**config.mk**
```make
export PLATFORM = sky130hd
export DESIGN_NAME = uim_usb_interface_module
export DESIGN_NICKNAME = d
export VERILOG_FILES = /design/src/design/uim_pkg.sv /design/src/design/uim_usb_interface_module.sv
export VERILOG_INCLUDE_DIRS = /design/src /design/src/design
export SDC_FILE = /design/constraint.sdc
export NUM_CORES = 1
export LEC_CHECK = 0
export ABC_AREA = 1
export BUFFER_PORTS_ARGS = -buffer_cell sky130_fd_sc_hd__clkbuf_2
export CORE_UTILIZATION = 38
export CTS_BUF_LIST = sky130_fd_sc_hd__clkbuf_2 sky130_fd_sc_hd__clkbuf_4 sky130_fd_sc_hd__clkbuf_8
export CTS_CLUSTER_SIZE = 40
export DETAILED_ROUTE_END_ITERATION = 10
export MAX_ROUTING_LAYER = met4
export PLACE_DENSITY = 0.65
export SETUP_SLACK_MARGIN = 0.2
export SYNTH_ARGS = -nofsm -noshare
export SYNTH_HDL_FRONTEND = slang
export SYNTH_SLANG_ARGS = --single-unit
```
**constraint.sdc**
```tcl
create_clock -name i_clk -period 5.83 [get_ports i_clk]
set_clock_uncertainty 0.1 [all_clocks]
set_input_delay 0 -clock i_clk [delete_from_list [all_inputs] [get_ports i_clk]]
set_output_delay 0 -clock i_clk [all_outputs]
set_load 0.05 [all_outputs]
```
**src/design/uim_defines.svh**
```systemverilog
`ifndef UIM_DEFINES_SVH
`define UIM_DEFINES_SVH

// Peripheral slot and register offsets
`define UIM_PERIPH_NUM    8'h01
`define UIM_OFS_RESET     8'h00
`define UIM_OFS_CTRL      8'h04
`define UIM_OFS_ADDR      8'h08
`define UIM_OFS_FUNC      8'h0C
`define UIM_OFS_OTG_CTRL  8'h10
`define UIM_OFS_OTG_STAT  8'h14
`define UIM_OFS_SERIAL    8'h18
`define UIM_OFS_FLAGS     8'h1C
`define UIM_OFS_HOLD      8'h20
`define UIM_OFS_MASKS     8'h24
`define UIM_OFS_SOF       8'h28
`define UIM_OFS_PID       8'h2C
`define UIM_OFS_EP        8'h30

// Engine control bits
`define UIM_CTRL_TOKEN_PROC  0
`define UIM_CTRL_TOKEN_CHECK 1
`define UIM_CTRL_LINE_DEC    2
`define UIM_CTRL_SOF_TOKEN   6
`define UIM_CTRL_WMASK       8'hF7

// Reset values
`define UIM_CTRL_RST    8'h00
`define UIM_FUNC_RST    5'h07
`define UIM_OTG_RST     7'h00
`define UIM_SER_RST     4'h2
`define UIM_FLAGS_RST   7'h00

// Flag bit positions
`define UIM_FLAG_TOKEN  6
`define UIM_FLAG_SE0    5
`define UIM_FLAG_K      4
`define UIM_FLAG_J      3
`define UIM_FLAG_CRC    2
`define UIM_FLAG_RXACT  1
`define UIM_FLAG_RXERR  0
`define UIM_FLAG_LEVEL  7'h3B

// Line states seen on the full-speed pair
`define UIM_LS_SE0      2'h0
`define UIM_LS_J        2'h1
`define UIM_LS_K        2'h2

// Packet identifiers and checks
`define UIM_PID_SOF     4'h5
`define UIM_PID_TOKEN   2'h1
`define UIM_PID_DATA    2'h3
`define UIM_CRC5_INIT   5'h1F
`define UIM_CRC5_POLY   5'h14
`define UIM_CRC5_RESID  5'h06
`define UIM_CRC16_INIT  16'hFFFF
`define UIM_CRC16_POLY  16'hA001
`define UIM_CRC16_RESID 16'hB001
`define UIM_TOKEN_BYTES 2'h2

`endif

```
**src/design/uim_pkg.sv**
```systemverilog
`include "uim_defines.svh"

package uim_pkg;

  typedef enum logic [4:0] {
    UIM_S_IDLE = 5'b00001,
    UIM_S_PID  = 5'b00010,
    UIM_S_TOK  = 5'b00100,
    UIM_S_DATA = 5'b01000,
    UIM_S_SKIP = 5'b10000
  } uim_dstate_t;

  typedef struct packed {
    logic [2:0] opmode;
    logic       termselect;
    logic       xcvrselect;
  } uim_func_ctrl_t;

  typedef struct packed {
    logic extvbusind;
    logic drvvbusext;
    logic chrgvbus;
    logic dischrgvbus;
    logic dmpulldown;
    logic dppulldown;
    logic idpullup;
  } uim_otg_ctrl_t;

  typedef struct packed {
    logic bvalid;
    logic idgnd;
    logic hostdis;
    logic vbusvld;
    logic sessvld;
    logic sessend;
  } uim_otg_stat_t;

  typedef struct packed {
    logic txse0;
    logic txdata;
    logic txenable_n;
    logic fslsserial;
  } uim_ser_ctrl_t;

  typedef struct packed {
    logic rxrcv;
    logic rxdm;
    logic rxdp;
  } uim_ser_stat_t;

  typedef struct packed {
    logic [7:0]     engine_mode_control;
    logic [6:0]     device_address;
    uim_func_ctrl_t func;
    uim_otg_ctrl_t  otg;
    uim_ser_ctrl_t  ser;
    logic [6:0]     flags;
    logic [6:0]     flag_hold_select;
    logic [31:0]    masks;
    logic [10:0]    sof;
    logic [3:0]     pid;
    logic [3:0]     ep;
    logic           ep_valid;
    logic [31:0]    rdata;
    logic           ack;
    logic [3:0]     ports;
  } uim_regs_t;

  typedef struct packed {
    uim_dstate_t st;
    logic [1:0]  nbytes;
    logic [7:0]  tok0;
    logic [7:0]  tok1;
    logic [4:0]  crc5;
    logic [15:0] crc16;
  } uim_dec_t;

  // Serial bus sends LSB first, so both checks run reflected
  function automatic logic [4:0] uim_crc5_byte(input logic [4:0] crc, input logic [7:0] d);
    logic [4:0] c;
    c = crc;
    for (int i = 0; i < 8; i++) begin
      c = (d[i] ^ c[0]) ? ((c >> 1) ^ `UIM_CRC5_POLY) : (c >> 1);
    end
    return c;
  endfunction : uim_crc5_byte

  function automatic logic [15:0] uim_crc16_byte(input logic [15:0] crc, input logic [7:0] d);
    logic [15:0] c;
    c = crc;
    for (int i = 0; i < 8; i++) begin
      c = (d[i] ^ c[0]) ? ((c >> 1) ^ `UIM_CRC16_POLY) : (c >> 1);
    end
    return c;
  endfunction : uim_crc16_byte

  function automatic logic uim_mask_hit(input logic [6:0] flags, input logic [7:0] mask);
    return |(flags & mask[6:0]);
  endfunction : uim_mask_hit

endpackage : uim_pkg

```
**src/design/uim_usb_interface_module.sv**
```systemverilog
`include "uim_defines.svh"

module uim_usb_interface_module
  import uim_pkg::*;
(
  // Clock and reset
  input  wire logic           i_clk,
  input  wire logic           i_rst_n,
  // Peripheral register port
  input  wire logic           i_reg_wr,
  input  wire logic           i_reg_rd,
  input  wire logic [7:0]     i_reg_periph,
  input  wire logic [7:0]     i_reg_addr,
  input  wire logic [31:0]    i_reg_wdata,
  output logic      [31:0]    o_reg_rdata,
  output logic                o_reg_ack,
  // UTMI+ receive path, synchronous to i_clk
  input  wire logic [7:0]     i_utmi_data,
  input  wire logic           i_utmi_rxvalid,
  input  wire logic           i_utmi_rxactive,
  input  wire logic           i_utmi_rxerror,
  // UTMI+ slow status, asynchronous
  input  wire logic [1:0]     i_utmi_linestate,
  input  wire uim_otg_stat_t  i_otg_stat,
  input  wire uim_ser_stat_t  i_ser_stat,
  // UTMI+ control
  output uim_func_ctrl_t      o_phy_func,
  output uim_otg_ctrl_t       o_otg_ctrl,
  output uim_ser_ctrl_t       o_ser_ctrl,
  // Decoded token handoff
  output logic                o_token_strobe,
  output logic      [3:0]     o_token_pid,
  output logic      [3:0]     o_token_ep,
  // Flag ports
  output logic                o_flag_port_a,
  output logic                o_flag_port_b,
  output logic                o_flag_port_c,
  output logic                o_flag_port_d
);

  localparam int SYNC_W = 11;

  uim_regs_t r;
  uim_regs_t next_r;
  uim_dec_t  d;
  uim_dec_t  next_d;
  logic      [3:0] pid_q;
  logic      [3:0] next_pid_q;
  logic      tok_q;
  logic      next_tok_q;

  // Two-stage synchroniser for the slow PHY status lines
  logic [SYNC_W-1:0] sync1;
  logic [SYNC_W-1:0] sync2;
  logic [1:0]        ls_s;
  uim_otg_stat_t     otg_s;
  uim_ser_stat_t     ser_s;

  always_ff @(posedge i_clk or negedge i_rst_n) begin
    if (!i_rst_n) begin
      sync1 <= '0;
      sync2 <= '0;
    end else begin
      sync1 <= {i_utmi_linestate, i_otg_stat, i_ser_stat};
      sync2 <= sync1;
    end
  end

  assign {ls_s, otg_s, ser_s} = sync2;

  // Bus decode
  logic acc;
  logic wr;
  logic soft_clr;

  assign acc      = (i_reg_wr | i_reg_rd) && (i_reg_periph == `UIM_PERIPH_NUM);
  assign wr       = i_reg_wr && (i_reg_periph == `UIM_PERIPH_NUM);
  assign soft_clr = wr && (i_reg_addr == `UIM_OFS_RESET);

  // Decoder events, valid for one cycle
  logic        pkt_start;
  logic        pid_ev;
  logic        tok_ev;
  logic        sof_ev;
  logic        crc_ev;
  logic [10:0] frame;
  logic        addr_ok;
  logic        crc5_ok;
  logic        is_sof;

  assign frame   = {d.tok1[2:0], d.tok0};
  assign addr_ok = d.tok0[6:0] == r.device_address;
  assign crc5_ok = d.crc5 == `UIM_CRC5_RESID;
  assign is_sof  = pid_q == `UIM_PID_SOF;

  always_comb begin
    next_d     = d;
    next_pid_q = pid_q;
    next_tok_q = 1'b0;
    pkt_start  = 1'b0;
    pid_ev     = 1'b0;
    tok_ev     = 1'b0;
    sof_ev     = 1'b0;
    crc_ev     = 1'b0;
    unique case (d.st)
      UIM_S_IDLE: begin
        if (i_utmi_rxactive) begin
          pkt_start = 1'b1;
          next_d.st = UIM_S_PID;
        end
      end
      UIM_S_PID: begin
        if (!i_utmi_rxactive) begin
          next_d.st = UIM_S_IDLE;
        end else if (i_utmi_rxvalid) begin
          next_d.nbytes = 2'h0;
          next_d.crc5   = `UIM_CRC5_INIT;
          next_d.crc16  = `UIM_CRC16_INIT;
          next_d.st     = UIM_S_SKIP;
          if (i_utmi_data[3:0] == ~i_utmi_data[7:4]) begin
            pid_ev     = 1'b1;
            next_pid_q = i_utmi_data[3:0];
            if (i_utmi_data[1:0] == `UIM_PID_TOKEN &&
                r.engine_mode_control[`UIM_CTRL_TOKEN_PROC]) begin
              next_d.st = UIM_S_TOK;
            end else if (i_utmi_data[1:0] == `UIM_PID_DATA) begin
              next_d.st = UIM_S_DATA;
            end
          end
        end
      end
      UIM_S_TOK: begin
        if (i_utmi_rxvalid && i_utmi_rxactive) begin
          next_d.crc5 = uim_crc5_byte(d.crc5, i_utmi_data);
          if (d.nbytes == 2'h0) begin
            next_d.tok0 = i_utmi_data;
          end else begin
            next_d.tok1 = i_utmi_data;
          end
          if (d.nbytes != 2'h3) begin
            next_d.nbytes = d.nbytes + 2'h1;
          end
        end
        if (!i_utmi_rxactive) begin
          next_d.st = UIM_S_IDLE;
          // Unchecked mode accepts any well-formed three-byte token
          if (d.nbytes == `UIM_TOKEN_BYTES &&
              (!r.engine_mode_control[`UIM_CTRL_TOKEN_CHECK] || crc5_ok)) begin
            if (is_sof) begin
              sof_ev = 1'b1;
              tok_ev = r.engine_mode_control[`UIM_CTRL_SOF_TOKEN];
            end else if (!r.engine_mode_control[`UIM_CTRL_TOKEN_CHECK] || addr_ok) begin
              tok_ev     = 1'b1;
              next_tok_q = 1'b1;
            end
          end
        end
      end
      UIM_S_DATA: begin
        if (i_utmi_rxvalid && i_utmi_rxactive) begin
          next_d.crc16 = uim_crc16_byte(d.crc16, i_utmi_data);
          if (d.nbytes != 2'h3) begin
            next_d.nbytes = d.nbytes + 2'h1;
          end
        end
        if (!i_utmi_rxactive) begin
          next_d.st = UIM_S_IDLE;
          crc_ev    = d.crc16 != `UIM_CRC16_RESID;
        end
      end
      UIM_S_SKIP: begin
        if (!i_utmi_rxactive) begin
          next_d.st = UIM_S_IDLE;
        end
      end
    endcase
    if (soft_clr) begin
      next_d.st  = UIM_S_IDLE;
      next_pid_q = 4'h0;
      next_tok_q = 1'b0;
    end
  end

  always_ff @(posedge i_clk or negedge i_rst_n) begin
    if (!i_rst_n) begin
      d     <= '{st: UIM_S_IDLE, nbytes: 2'h0, tok0: 8'h00, tok1: 8'h00,
                 crc5: `UIM_CRC5_INIT, crc16: `UIM_CRC16_INIT};
      pid_q <= 4'h0;
      tok_q <= 1'b0;
    end else begin
      d     <= next_d;
      pid_q <= next_pid_q;
      tok_q <= next_tok_q;
    end
  end

  // Flag sources in bit order 6..0
  logic [6:0] src;
  logic [6:0] clr;
  logic [6:0] keep;
  logic       line_en;

  assign line_en = r.engine_mode_control[`UIM_CTRL_LINE_DEC];
  always_comb begin
    src                   = 7'h00;
    src[`UIM_FLAG_TOKEN]  = tok_ev;
    src[`UIM_FLAG_SE0]    = line_en && ls_s == `UIM_LS_SE0;
    src[`UIM_FLAG_K]      = line_en && ls_s == `UIM_LS_K;
    src[`UIM_FLAG_J]      = line_en && ls_s == `UIM_LS_J;
    src[`UIM_FLAG_CRC]    = crc_ev;
    src[`UIM_FLAG_RXACT]  = i_utmi_rxactive;
    src[`UIM_FLAG_RXERR]  = i_utmi_rxerror;
  end

  assign clr  = (wr && i_reg_addr == `UIM_OFS_FLAGS) ? i_reg_wdata[6:0] : 7'h00;
  assign keep = pkt_start ? 7'h00 : (r.flags & ~clr);

  // Register file
  always_comb begin
    next_r       = r;
    next_r.ack   = acc;
    next_r.rdata = 32'h0000_0000;
    // Held bits: set beats a same-cycle clear
    next_r.flags = (r.flag_hold_select & ((r.flags & ~clr) | src)) |
                   (~r.flag_hold_select & `UIM_FLAG_LEVEL & src) |
                   (~r.flag_hold_select & ~`UIM_FLAG_LEVEL & (keep | src));
    next_r.ports = {uim_mask_hit(r.flags, r.masks[31:24]), uim_mask_hit(r.flags, r.masks[23:16]),
                    uim_mask_hit(r.flags, r.masks[15:8]), uim_mask_hit(r.flags, r.masks[7:0])};
    if (pid_ev) begin
      next_r.pid = next_pid_q;
    end
    if (sof_ev) begin
      next_r.sof = frame;
    end
    if (next_tok_q) begin
      next_r.ep       = {d.tok1[2:0], d.tok0[7]};
      next_r.ep_valid = 1'b1;
    end
    if (wr) begin
      unique case (i_reg_addr)
        `UIM_OFS_CTRL:     next_r.engine_mode_control = i_reg_wdata[7:0] & `UIM_CTRL_WMASK;
        `UIM_OFS_ADDR:     next_r.device_address = i_reg_wdata[6:0];
        `UIM_OFS_FUNC:     next_r.func = i_reg_wdata[4:0];
        `UIM_OFS_OTG_CTRL: next_r.otg = {i_reg_wdata[7:6], i_reg_wdata[4:0]};
        `UIM_OFS_SERIAL:   next_r.ser = i_reg_wdata[3:0];
        `UIM_OFS_HOLD:     next_r.flag_hold_select = i_reg_wdata[6:0];
        `UIM_OFS_MASKS:    next_r.masks = i_reg_wdata;
        `UIM_OFS_SOF:      next_r.sof = i_reg_wdata[10:0];
        default: ;
      endcase
    end
    if (acc && i_reg_rd) begin
      unique case (i_reg_addr)
        `UIM_OFS_CTRL:     next_r.rdata = {24'h0, r.engine_mode_control};
        `UIM_OFS_ADDR:     next_r.rdata = {25'h0, r.device_address};
        `UIM_OFS_FUNC:     next_r.rdata = {27'h0, r.func};
        `UIM_OFS_OTG_CTRL: next_r.rdata = {24'h0, r.otg[6:5], 1'b0, r.otg[4:0]};
        `UIM_OFS_OTG_STAT: next_r.rdata = {26'h0, otg_s};
        `UIM_OFS_SERIAL:   next_r.rdata = {25'h0, ser_s, r.ser};
        `UIM_OFS_FLAGS:    next_r.rdata = {25'h0, r.flags};
        `UIM_OFS_HOLD:     next_r.rdata = {25'h0, r.flag_hold_select};
        `UIM_OFS_MASKS:    next_r.rdata = r.masks;
        `UIM_OFS_SOF:      next_r.rdata = {21'h0, r.sof};
        `UIM_OFS_PID:      next_r.rdata = {28'h0, r.pid};
        `UIM_OFS_EP:       next_r.rdata = {27'h0, r.ep_valid, r.ep};
        default:           next_r.rdata = 32'h0000_0000;
      endcase
    end
    // PHY-facing controls survive so the link is not disturbed
    if (soft_clr) begin
      next_r.engine_mode_control = `UIM_CTRL_RST;
      next_r.device_address      = 7'h00;
      next_r.flags               = `UIM_FLAGS_RST;
      next_r.flag_hold_select    = 7'h00;
      next_r.masks               = 32'h0000_0000;
      next_r.sof                 = 11'h000;
      next_r.pid                 = 4'h0;
      next_r.ep                  = 4'h0;
      next_r.ep_valid            = 1'b0;
    end
  end

  always_ff @(posedge i_clk or negedge i_rst_n) begin
    if (!i_rst_n) begin
      r <= '{engine_mode_control: `UIM_CTRL_RST, device_address: 7'h00, func: `UIM_FUNC_RST,
             otg: `UIM_OTG_RST, ser: `UIM_SER_RST, flags: `UIM_FLAGS_RST, flag_hold_select: 7'h00,
             masks: 32'h0000_0000, sof: 11'h000, pid: 4'h0, ep: 4'h0, ep_valid: 1'b0,
             rdata: 32'h0000_0000, ack: 1'b0, ports: 4'h0};
    end else begin
      r <= next_r;
    end
  end

  assign o_reg_rdata    = r.rdata;
  assign o_reg_ack      = r.ack;
  assign o_phy_func     = r.func;
  assign o_otg_ctrl     = r.otg;
  assign o_ser_ctrl     = r.ser;
  assign o_token_strobe = tok_q;
  assign o_token_pid    = pid_q;
  assign o_token_ep     = r.ep;
  assign {o_flag_port_d, o_flag_port_c, o_flag_port_b, o_flag_port_a} = r.ports;
endmodule : uim_usb_interface_module

```
# Yosys cells after proc, flatten, opt, wreduce, memory -nomap -nowiden
# Cells that the tools add are included.
dict set report totals {
  out_inout_bits 62
  word_cells 250
  register_bits 205
  in_bits 74
}
dict set report op_classes {
  n_eq_ne 36
  reduce_logical 45
  n_addsub 1
  bitwise 49
  muxes 83
}
# operator count
set op_table {}
lappend op_table {{one-hot mux 32 bit (12 select lines)} 1}
lappend op_table {{two-way mux 16 bit} 9}
lappend op_table {{two-way mux 5 bit} 17}
lappend op_table {{two-way mux 66 bit} 1}
lappend op_table {{two-way mux 32 bit} 2}
lappend op_table {{two-way mux 50 bit} 1}
lappend op_table {{bitwise AND 7 bit} 7}
lappend op_table {{two-way mux 21 bit} 2}
lappend op_table {{two-way mux 7 bit} 6}
lappend op_table {{== test 8 x 6 -> 1 bit, second input constant} 5}
lappend op_table {{== test 8 x 5 -> 1 bit, second input constant} 4}
lappend op_table {{one-hot mux 16 bit (2 select lines)} 1}
lappend op_table {{two-way mux 31 bit} 1}
lappend op_table {{two-way mux 4 bit} 7}
lappend op_table {{bitwise OR 7 bit} 4}
lappend op_table {{OR reduction 7 bit} 4}
lappend op_table {{two-way mux 8 bit} 3}
lappend op_table {{inverter 2 -> 3 bit} 8}
lappend op_table {{two-way mux 23 bit} 1}
lappend op_table {{two-way mux 1 bit} 22}
lappend op_table {{two-way mux 11 bit} 2}
lappend op_table {{nonzero test 2 bit} 9}
lappend op_table {{== test 8 x 4 -> 1 bit, second input constant} 2}
lappend op_table {{inequality test 16 bit, second input constant} 1}
lappend op_table {{other kinds (40)} 94}

# Logic depth before layout (Yosys ltp)
# Gate-level depths: netlist of the first run.
dict set report logic_depth {
  ltp_word 18
  depth_mapped 21
  ltp_nobuf 20
}

# Least setup slack after synthesis of the first run
# Ideal clock, no wire load.
dict set report synth_path {
  kind {register to register}
  from {reg pid_q[0] (netlist: o_token_pid[0])}
  to {reg r[54] (netlist name)}
  stages_incl_launch_ff 9
  t_required_ps 5644
  setup_time_ps 86
  n_path_buf 0
  period_less_slack_ps 2010
  path_slack_ps 3820
  t_arrival_ps 1824
  cell_sequence {dfrtp_1 > inv_1 > nor4_1 > inv_1 > nor3_2 > nand2_1 > o21ai_0 > a21oi_1 > nor3_1}
}
# element line_no
set synth_rtl {}
lappend synth_rtl {{start: declaration} uim_usb_interface_module.sv:47} ;# logic [3:0] pid_q;
lappend synth_rtl {{start signal: assignment} uim_usb_interface_module.sv:192} ;# pid_q <= next_pid_q;
lappend synth_rtl {{end signal: assignment} uim_usb_interface_module.sv:285} ;# r <= '{engine_mode_control: `UIM_CTRL_RST, device_address: 7'h00, func: `UIM_FUNC_RST,
lappend synth_rtl {{end signal: assignment} uim_usb_interface_module.sv:290} ;# r <= next_r;
lappend synth_rtl {{end: declaration} uim_usb_interface_module.sv:43} ;# uim_regs_t r;

==> results.sh, run 1 <==
export IMPL_status="complete, but fails checks"
export IMPL_violations="hold timing"
export IMPL_drt_wl_total_um=26230
export IMPL_cellLeakagePower_nw=5.246
export IMPL_rsz0062_at_grt="false"
export IMPL_die_h_um=160.3
export IMPL_vias=7654
export IMPL_die_width_um=160.3
export IMPL_cap_violations=0
export IMPL_io_buffers=135
export IMPL_timing_final_crit_period_ns=2.895
export IMPL_grt_first_pass_wirelength_um=42300
export IMPL_synthFlopType="dfrtp_1"
export IMPL_synth_warnings=0
export IMPL_whs_ns=-0.001766
export IMPL_ios=136
export IMPL_grt_util_met1_pct=29.32
export IMPL_finalCritPeriodShare_pct=49.65
export IMPL_peakVddDrop_mv=0.1180
export IMPL_diodes=0
export IMPL_stdcell_count=1472
export IMPL_synth_edff_count=0
export IMPL_nFillCells=2304
export IMPL_start_util_pct=38.93
export IMPL_syn2layout_area_growth_pct=17.59
export IMPL_cts_sink_count=199
export IMPL_cts_buffers=17
export IMPL_clk_latency_ns=0.49
export IMPL_endpoint_kind="flop"
export IMPL_drive_above_1_share_pct=24.56
export IMPL_crit_required_ns=6.09
export IMPL_ant_nets=0
export IMPL_syn_num_nets=1068
export IMPL_grt_start_max_net_pins=86
export IMPL_yosysSeqAreaShare_pct=52.63
export IMPL_grt_pass1_vias=7584
export IMPL_layout_commonest_cell="dfrtp_1"
export IMPL_clock_path_buffers=2
export IMPL_cts_tree="built"
export IMPL_setup_viol=0
export IMPL_core_area_sq_mm=0.02446
export IMPL_clk_pin_slew_ns=0.13
export IMPL_ys_types=55
export IMPL_hold_viol=2
export IMPL_drtPass1Iterations=5
export IMPL_hp_class="primary input to asynchronous set/reset pin"
export IMPL_max_freq_ghz=0.3454
export IMPL_synth_seq_cells=199
export IMPL_grt_met3_usage_pct=4.236
export IMPL_post_cts_resized=0
export IMPL_power_density_mw_per_mm2=255.8
export IMPL_grt_use_met2_pct=33.14
export IMPL_worst_setup_path_start_kind="primary input"
export IMPL_grtUsageTotal_pct=21.93
export IMPL_grt_overflow_total=0
export IMPL_die_area_sq_mm=0.02570
export IMPL_wl_per_cell_um=17.82
export IMPL_top_usage_layer="met2"
export IMPL_syn_area_per_cell_sq_um=9.582
export IMPL_place_hpwl_um=18960
export IMPL_crit_fanout=5
export IMPL_htreeDepth=4
export IMPL_drc=0
export IMPL_final_net_count=1209
export IMPL_first_iter_violations=584
export IMPL_critPathKind="primary input to flop"
export IMPL_final_cell_mix="173 x dfrtp_1, 142 x nand2_1, 134 x clkbuf_2"
export IMPL_globalplace_congestion=0.9601
export IMPL_cp_data_arrival_time_ns=3.16
export IMPL_relSlewSlack_pct=36.37
export IMPL_async_flop_share_pct=100.0
export IMPL_worst_slew_pin_transition_ns=0.9509
export IMPL_dp_cells=1375
export IMPL_drv_slew=0
export IMPL_antenna_found_initial=0
export IMPL_synth_area_sq_mm=0.009524
export IMPL_ctsRootBufferMaster="clkbuf_8"
export IMPL_vias_per_cell=5.200
export IMPL_setup_tns_final_ns=0
export IMPL_syn_instance_count=994
export IMPL_num_rows=57
export IMPL_r2r_cells=7
[per-stage QoR]
step	worst slack (ns)	util [%]	total power [mW]	instance area, sq um
3_5_place_dp	2.994	41.31	1.911	10100
5_1_grt	2.815	45.78	2.999	11200
2_1_floorplan	3.820	-	1.768	9524
3_3_place_gp	3.130	41.31	1.906	10100
4_1_cts	3.081	45.78	2.887	11200
6_report	2.935	45.78	2.865	11200
[kinds of logic (layout without fill, tap and decap cells)]
| kind of cell | after synthesis | after routing | synth area share (%) |
|---|---|---|---|
| multiplexers | 5 | 5 | 0.5911 |
| AND/OR/NAND/NOR | 323 | 323 | 17.55 |
| flip-flops | 199 | 199 | 52.63 |
| XOR/XNOR | 37 | 37 | 3.678 |
| AO/OA/AOI/OAI | 229 | 229 | 15.15 |
| buffers and inverters | 201 | 355 | 10.40 |
[report_power, final]
group / switching, mW / leakage, nW / total, mW / internal, mW
clock network: 0.601 / 0.214 / 0.945 / 0.344
registers: 0.0418 / 2.46 / 1.49 / 1.44
logic: 0.288 / 2.57 / 0.434 / 0.146
total: 0.931 / 5.25 / 2.86 / 1.93
[worst paths after layout]
check	start	to	slack, ns
max	i_reg_addr[3]	r[96]	2.94
min	i_rst_n	o_ser_ctrl[2]	-0.002
max reg2reg	d[40]	d[2]	3.23
min reg2reg	sync1[4]	sync2[4]	0.26
max in group asynchronous	i_rst_n	d[38]	4.35
min in group i_clk	i_reg_addr[6]	o_reg_rdata[2]	0.02
[repair_timing]
action                                 in CTS  in global routing
buffers inserted                            0                  0
hold buffers                               65                  0
endpoints found under the hold margin     213                  0
[cell usage after synthesis (all sizes together), types with 13 or more instances]
| master | number | area (sq um) |
|---|---|---|
| dfrtp | 173 | 4329 |
| nand2 | 160 | 703.2 |
| inv | 119 | 449.2 |
| o21ai | 84 | 420.4 |
| nor2 | 76 | 332.8 |
| buf | 68 | 489.2 |
| a21oi | 40 | 204.0 |
| nand3 | 37 | 230.2 |
| nor3 | 36 | 300.3 |
| dfstp | 26 | 683.2 |
| xnor2 | 24 | 236.5 |
| a211oi | 22 | 165.2 |
| a221oi | 22 | 192.7 |
| o22ai | 16 | 100.1 |
| a31oi | 14 | 87.58 |
| clkbuf | 14 | 52.55 |
| xor2 | 13 | 113.9 |
[critical path, stage by stage]
cell and delay, ns:
dlygate4sd3_1 0.55, clkbuf_2 0.15, inv_1 0.07, nor2_1 0.17, dlygate4sd3_1 0.60, inv_1 0.06, nor2_1 0.30, inv_1 0.18
nor2_1 0.25, nand2_1 0.09, a31oi_1 0.13, dlygate4sd3_1 0.57, nor2_1 0.04
[layout make-up]
class / count / area (sq um) / share of cell area, %
tap: 324 / 405.4 / 3.620
clock inverter: 15 / 210.2 / 1.877
timing repair buffer: 204 / 1365 / 12.19
clock buffer: 17 / 234.0 / 2.089
sequential: 199 / 5012 / 44.75
multi-input combinational: 594 / 3523 / 31.46
inverter: 119 / 449.2 / 4.011
[routing by layer]
metal  share of wire, %  vias to the layer above
met5                  0                        -
met4                2.9                        0
met3                6.4                       52
met2                 47                      297
met1                 44                     3721
li1                   -                     3584
[flip-flops by register name, indices dropped and copies added (netlist names)]
| signal | flops |
|---|---|
| r | 75 |
| o_flag_port_a | 1 |
| o_flag_port_d | 1 |
| o_ser_ctrl | 4 |
| o_otg_ctrl | 7 |
| d | 39 |
| o_reg_rdata | 32 |
| line_en | 1 |
| sync2 | 11 |
| o_token_pid | 4 |
| o_flag_port_b | 1 |
| o_phy_func | 5 |
| sync1 | 11 |
| o_token_ep | 4 |
| o_token_strobe | 1 |
| o_flag_port_c | 1 |
| o_reg_ack | 1 |
Power figures use the tool's default switching activity.
==> inputs of run 2 (changes only) <==
--- a/config.mk
+++ b/config.mk
@@ -13,7 +13,7 @@
 export CTS_CLUSTER_SIZE = 40
 export DETAILED_ROUTE_END_ITERATION = 10
 export MAX_ROUTING_LAYER = met4
-export PLACE_DENSITY = 0.65
+export PLACE_DENSITY = 0.67
 export SETUP_SLACK_MARGIN = 0.2
 export SYNTH_ARGS = -nofsm -noshare
 export SYNTH_HDL_FRONTEND = slang
==> constraint.sdc (replaced) <==
create_clock -name i_clk -period 2.6 [get_ports i_clk]
set_clock_uncertainty 0.1 [all_clocks]
set_input_delay 0 -clock i_clk [delete_from_list [all_inputs] [get_ports i_clk]]
set_output_delay 0 -clock i_clk [all_outputs]
set_load 0.05 [all_outputs]
==> run 2 against run 1 <==
The flow now finishes without violations. Non-clock buffer count up 19. Sequential cell count unchanged. Power up 130%. Critical path depth unchanged. Register-to-register slack worse by 2.8 ns. Final area up 1.9%. Global-route usage about the same. Sequential power up 120%. Clock power up 130%. Die area unchanged. Largest cell class unchanged. Highest routed layer unchanged.
==> results.sh, run 2 (synthesis gave the netlist of run 1 again) <==
export IMPL_cap_violations=0
export IMPL_place_hpwl_um=19270
export IMPL_timing_final_crit_period_ns=2.259
export IMPL_drv_slew=0
export IMPL_hold_viol=0
export IMPL_drtPass1Iterations=5
export IMPL_dp_cells=1394
export IMPL_cp_data_arrival_time_ns=2.54
export IMPL_drc=0
export IMPL_hp_class="primary input to flop"
export IMPL_r2r_end="r[43]"
export IMPL_worst_setup_path_start_kind="primary input"
export IMPL_max_freq_ghz=0.4427
export IMPL_rsz0062_at_grt="true"
export IMPL_ant_nets=0
export IMPL_setup_tns_final_ns=0
export IMPL_place_area_sq_mm=0.01028
export IMPL_cts_tree="built"
export IMPL_clk_pin_slew_ns=0.13
export IMPL_die_width_um=160.3
export IMPL_relSlewSlack_pct=55.05
export IMPL_crit_required_ns=2.88
export IMPL_stdcell_count=1491
export IMPL_cellLeakagePower_nw=5.358
export IMPL_layout_commonest_cell="dfrtp_1"
export IMPL_cts_buffers=17
export IMPL_grt_first_pass_wirelength_um=42120
export IMPL_drt_wl_total_um=26410
export IMPL_grt_start_max_net_pins=70
export IMPL_total_power_mw=6.513
export IMPL_wl_per_cell_um=17.71
export IMPL_whs_ns=0.05516
export IMPL_fin_area_sq_mm=0.01141
export IMPL_die_area_sq_mm=0.02570
export IMPL_first_iter_violations=579
export IMPL_rrSetupSlack_ns=0.45
export IMPL_drive_above_1_share_pct=25.88
export IMPL_cts_sink_count=199
export IMPL_core_area_sq_mm=0.02446
export IMPL_power_density_mw_per_mm2=571.0
export IMPL_ios=136
export IMPL_finalCritPeriodShare_pct=86.88
export IMPL_largest_reg_flops=75
export IMPL_largest_register="r"
export IMPL_die_h_um=160.3
export IMPL_setup_viol=0
export IMPL_peakVddDrop_mv=0.3777
export IMPL_worst_slew_pin_transition_ns=0.6723
export IMPL_critPathKind="primary input to flop"
export IMPL_hold_end="sync1[1]"
export IMPL_final_cell_mix="173 x dfrtp_1, 143 x nand2_1, 134 x clkbuf_2"
export IMPL_r2r_cells=8
export IMPL_diodes=0
export IMPL_rr_startpoint="d[42]"
export IMPL_crit_fanout=31
export IMPL_min_delay_start="i_ser_stat[1]"
export IMPL_start_util_pct=38.93
export IMPL_final_net_count=1228
export IMPL_globalplace_congestion=0.9576
export IMPL_htreeDepth=4
export IMPL_grt_overflow_total=0
export IMPL_clk_latency_ns=0.48
export IMPL_syn2layout_area_growth_pct=19.77
export IMPL_grt_pass1_vias=7586
export IMPL_grtUsageTotal_pct=21.93
export IMPL_postCtsSetupBuffers=0
export IMPL_status="completed"
export IMPL_io_buffers=135
export IMPL_vias=7702
export IMPL_clock_path_buffers=2
export IMPL_hold_depth=2
export IMPL_num_rows=57
export IMPL_vias_per_cell=5.166
export IMPL_endpoint_kind="flop"
export IMPL_nFillCells=2290
export IMPL_ctsRootBufferMaster="clkbuf_8"
export IMPL_antenna_found_initial=0
==> run 2: cell types whose count changed in the layout (fill, tap and decap cells not counted), sizes merged <==
cell      delta
clkinvlp     -1
clkinv       +1
buf         +19
==> run 2: where the power goes <==
part           internal, mW  leakage [nW]  switching (mW)
logic                 0.349          2.67           0.642
registers              3.24          2.46           0.103
clock network         0.795         0.225            1.39
==> run 2: routing by layer <==
metal / wire length, um / vias to the layer above / global-route usage, %
met5: 0 / - / -
met4: 668 / 0 / 6.537
met3: 1580 / 49 / 4.623
met2: 12840 / 305 / 35.28
met1: 11320 / 3715 / 27.80
li1: - / 3633 / -
==> run 2: what timing repair did <==
item                                   4_1_cts  5_1_grt
resized for setup                            0        4
hold buffers                                65        0
endpoints found under the hold margin      320        0
setup endpoints to repair                    0       19
==> run 2: stage by stage <==
| step | setup slack (ns) | utilization, % |
|---|---|---|
| global placement | 0.3355 | 42.03 |
| detailed placement | 0.3570 | 42.03 |
| floorplan | 0.5900 | - |
| global route | 0.1952 | 46.63 |
| finish | 0.3412 | 46.63 |
| CTS | 0.3308 | 46.59 |
==> run 2: how the worst max path moves through the flow <==
stage                   start              to  slack, ns  cells after the start
4_1_cts         i_reg_addr[7]  o_reg_rdata[0]       0.33                     13
3_5_place_dp    i_reg_addr[7]  o_reg_rdata[2]       0.36                     12
3_3_place_gp            d[41]           r[43]       0.34                      8
2_1_floorplan  o_token_pid[0]           r[54]       0.59                      8
5_1_grt         i_reg_addr[7]  o_reg_rdata[2]       0.20                     13
6_report        i_reg_addr[7]  o_reg_rdata[2]       0.34                     13
==> run 2: cell type report <==
cell class                      instances  area (sq um)  area share (%)
Timing Repair Buffer                  223          1545           13.55
Inverter                              119         451.7           3.960
Clock buffer                           17         234.0           2.051
Multi-Input combinational cell        594          3530           30.94
Tap cell                              324         405.4           3.554
Clock inverter                         15         229.0           2.007
Sequential cell                       199          5012           43.94
==> run 2: critical path, stage by stage <==
cell	delay (ns)
dlygate4sd3_1	0.55
clkbuf_2	0.12
nor2_2	0.17
nand2_1	0.12
nor2_2	0.17
inv_2	0.09
nor2_4	0.22
inv_1	0.06
nand4_1	0.08
nor3_1	0.06
a31oi_1	0.30
inv_4	0.27
a41oi_1	0.33
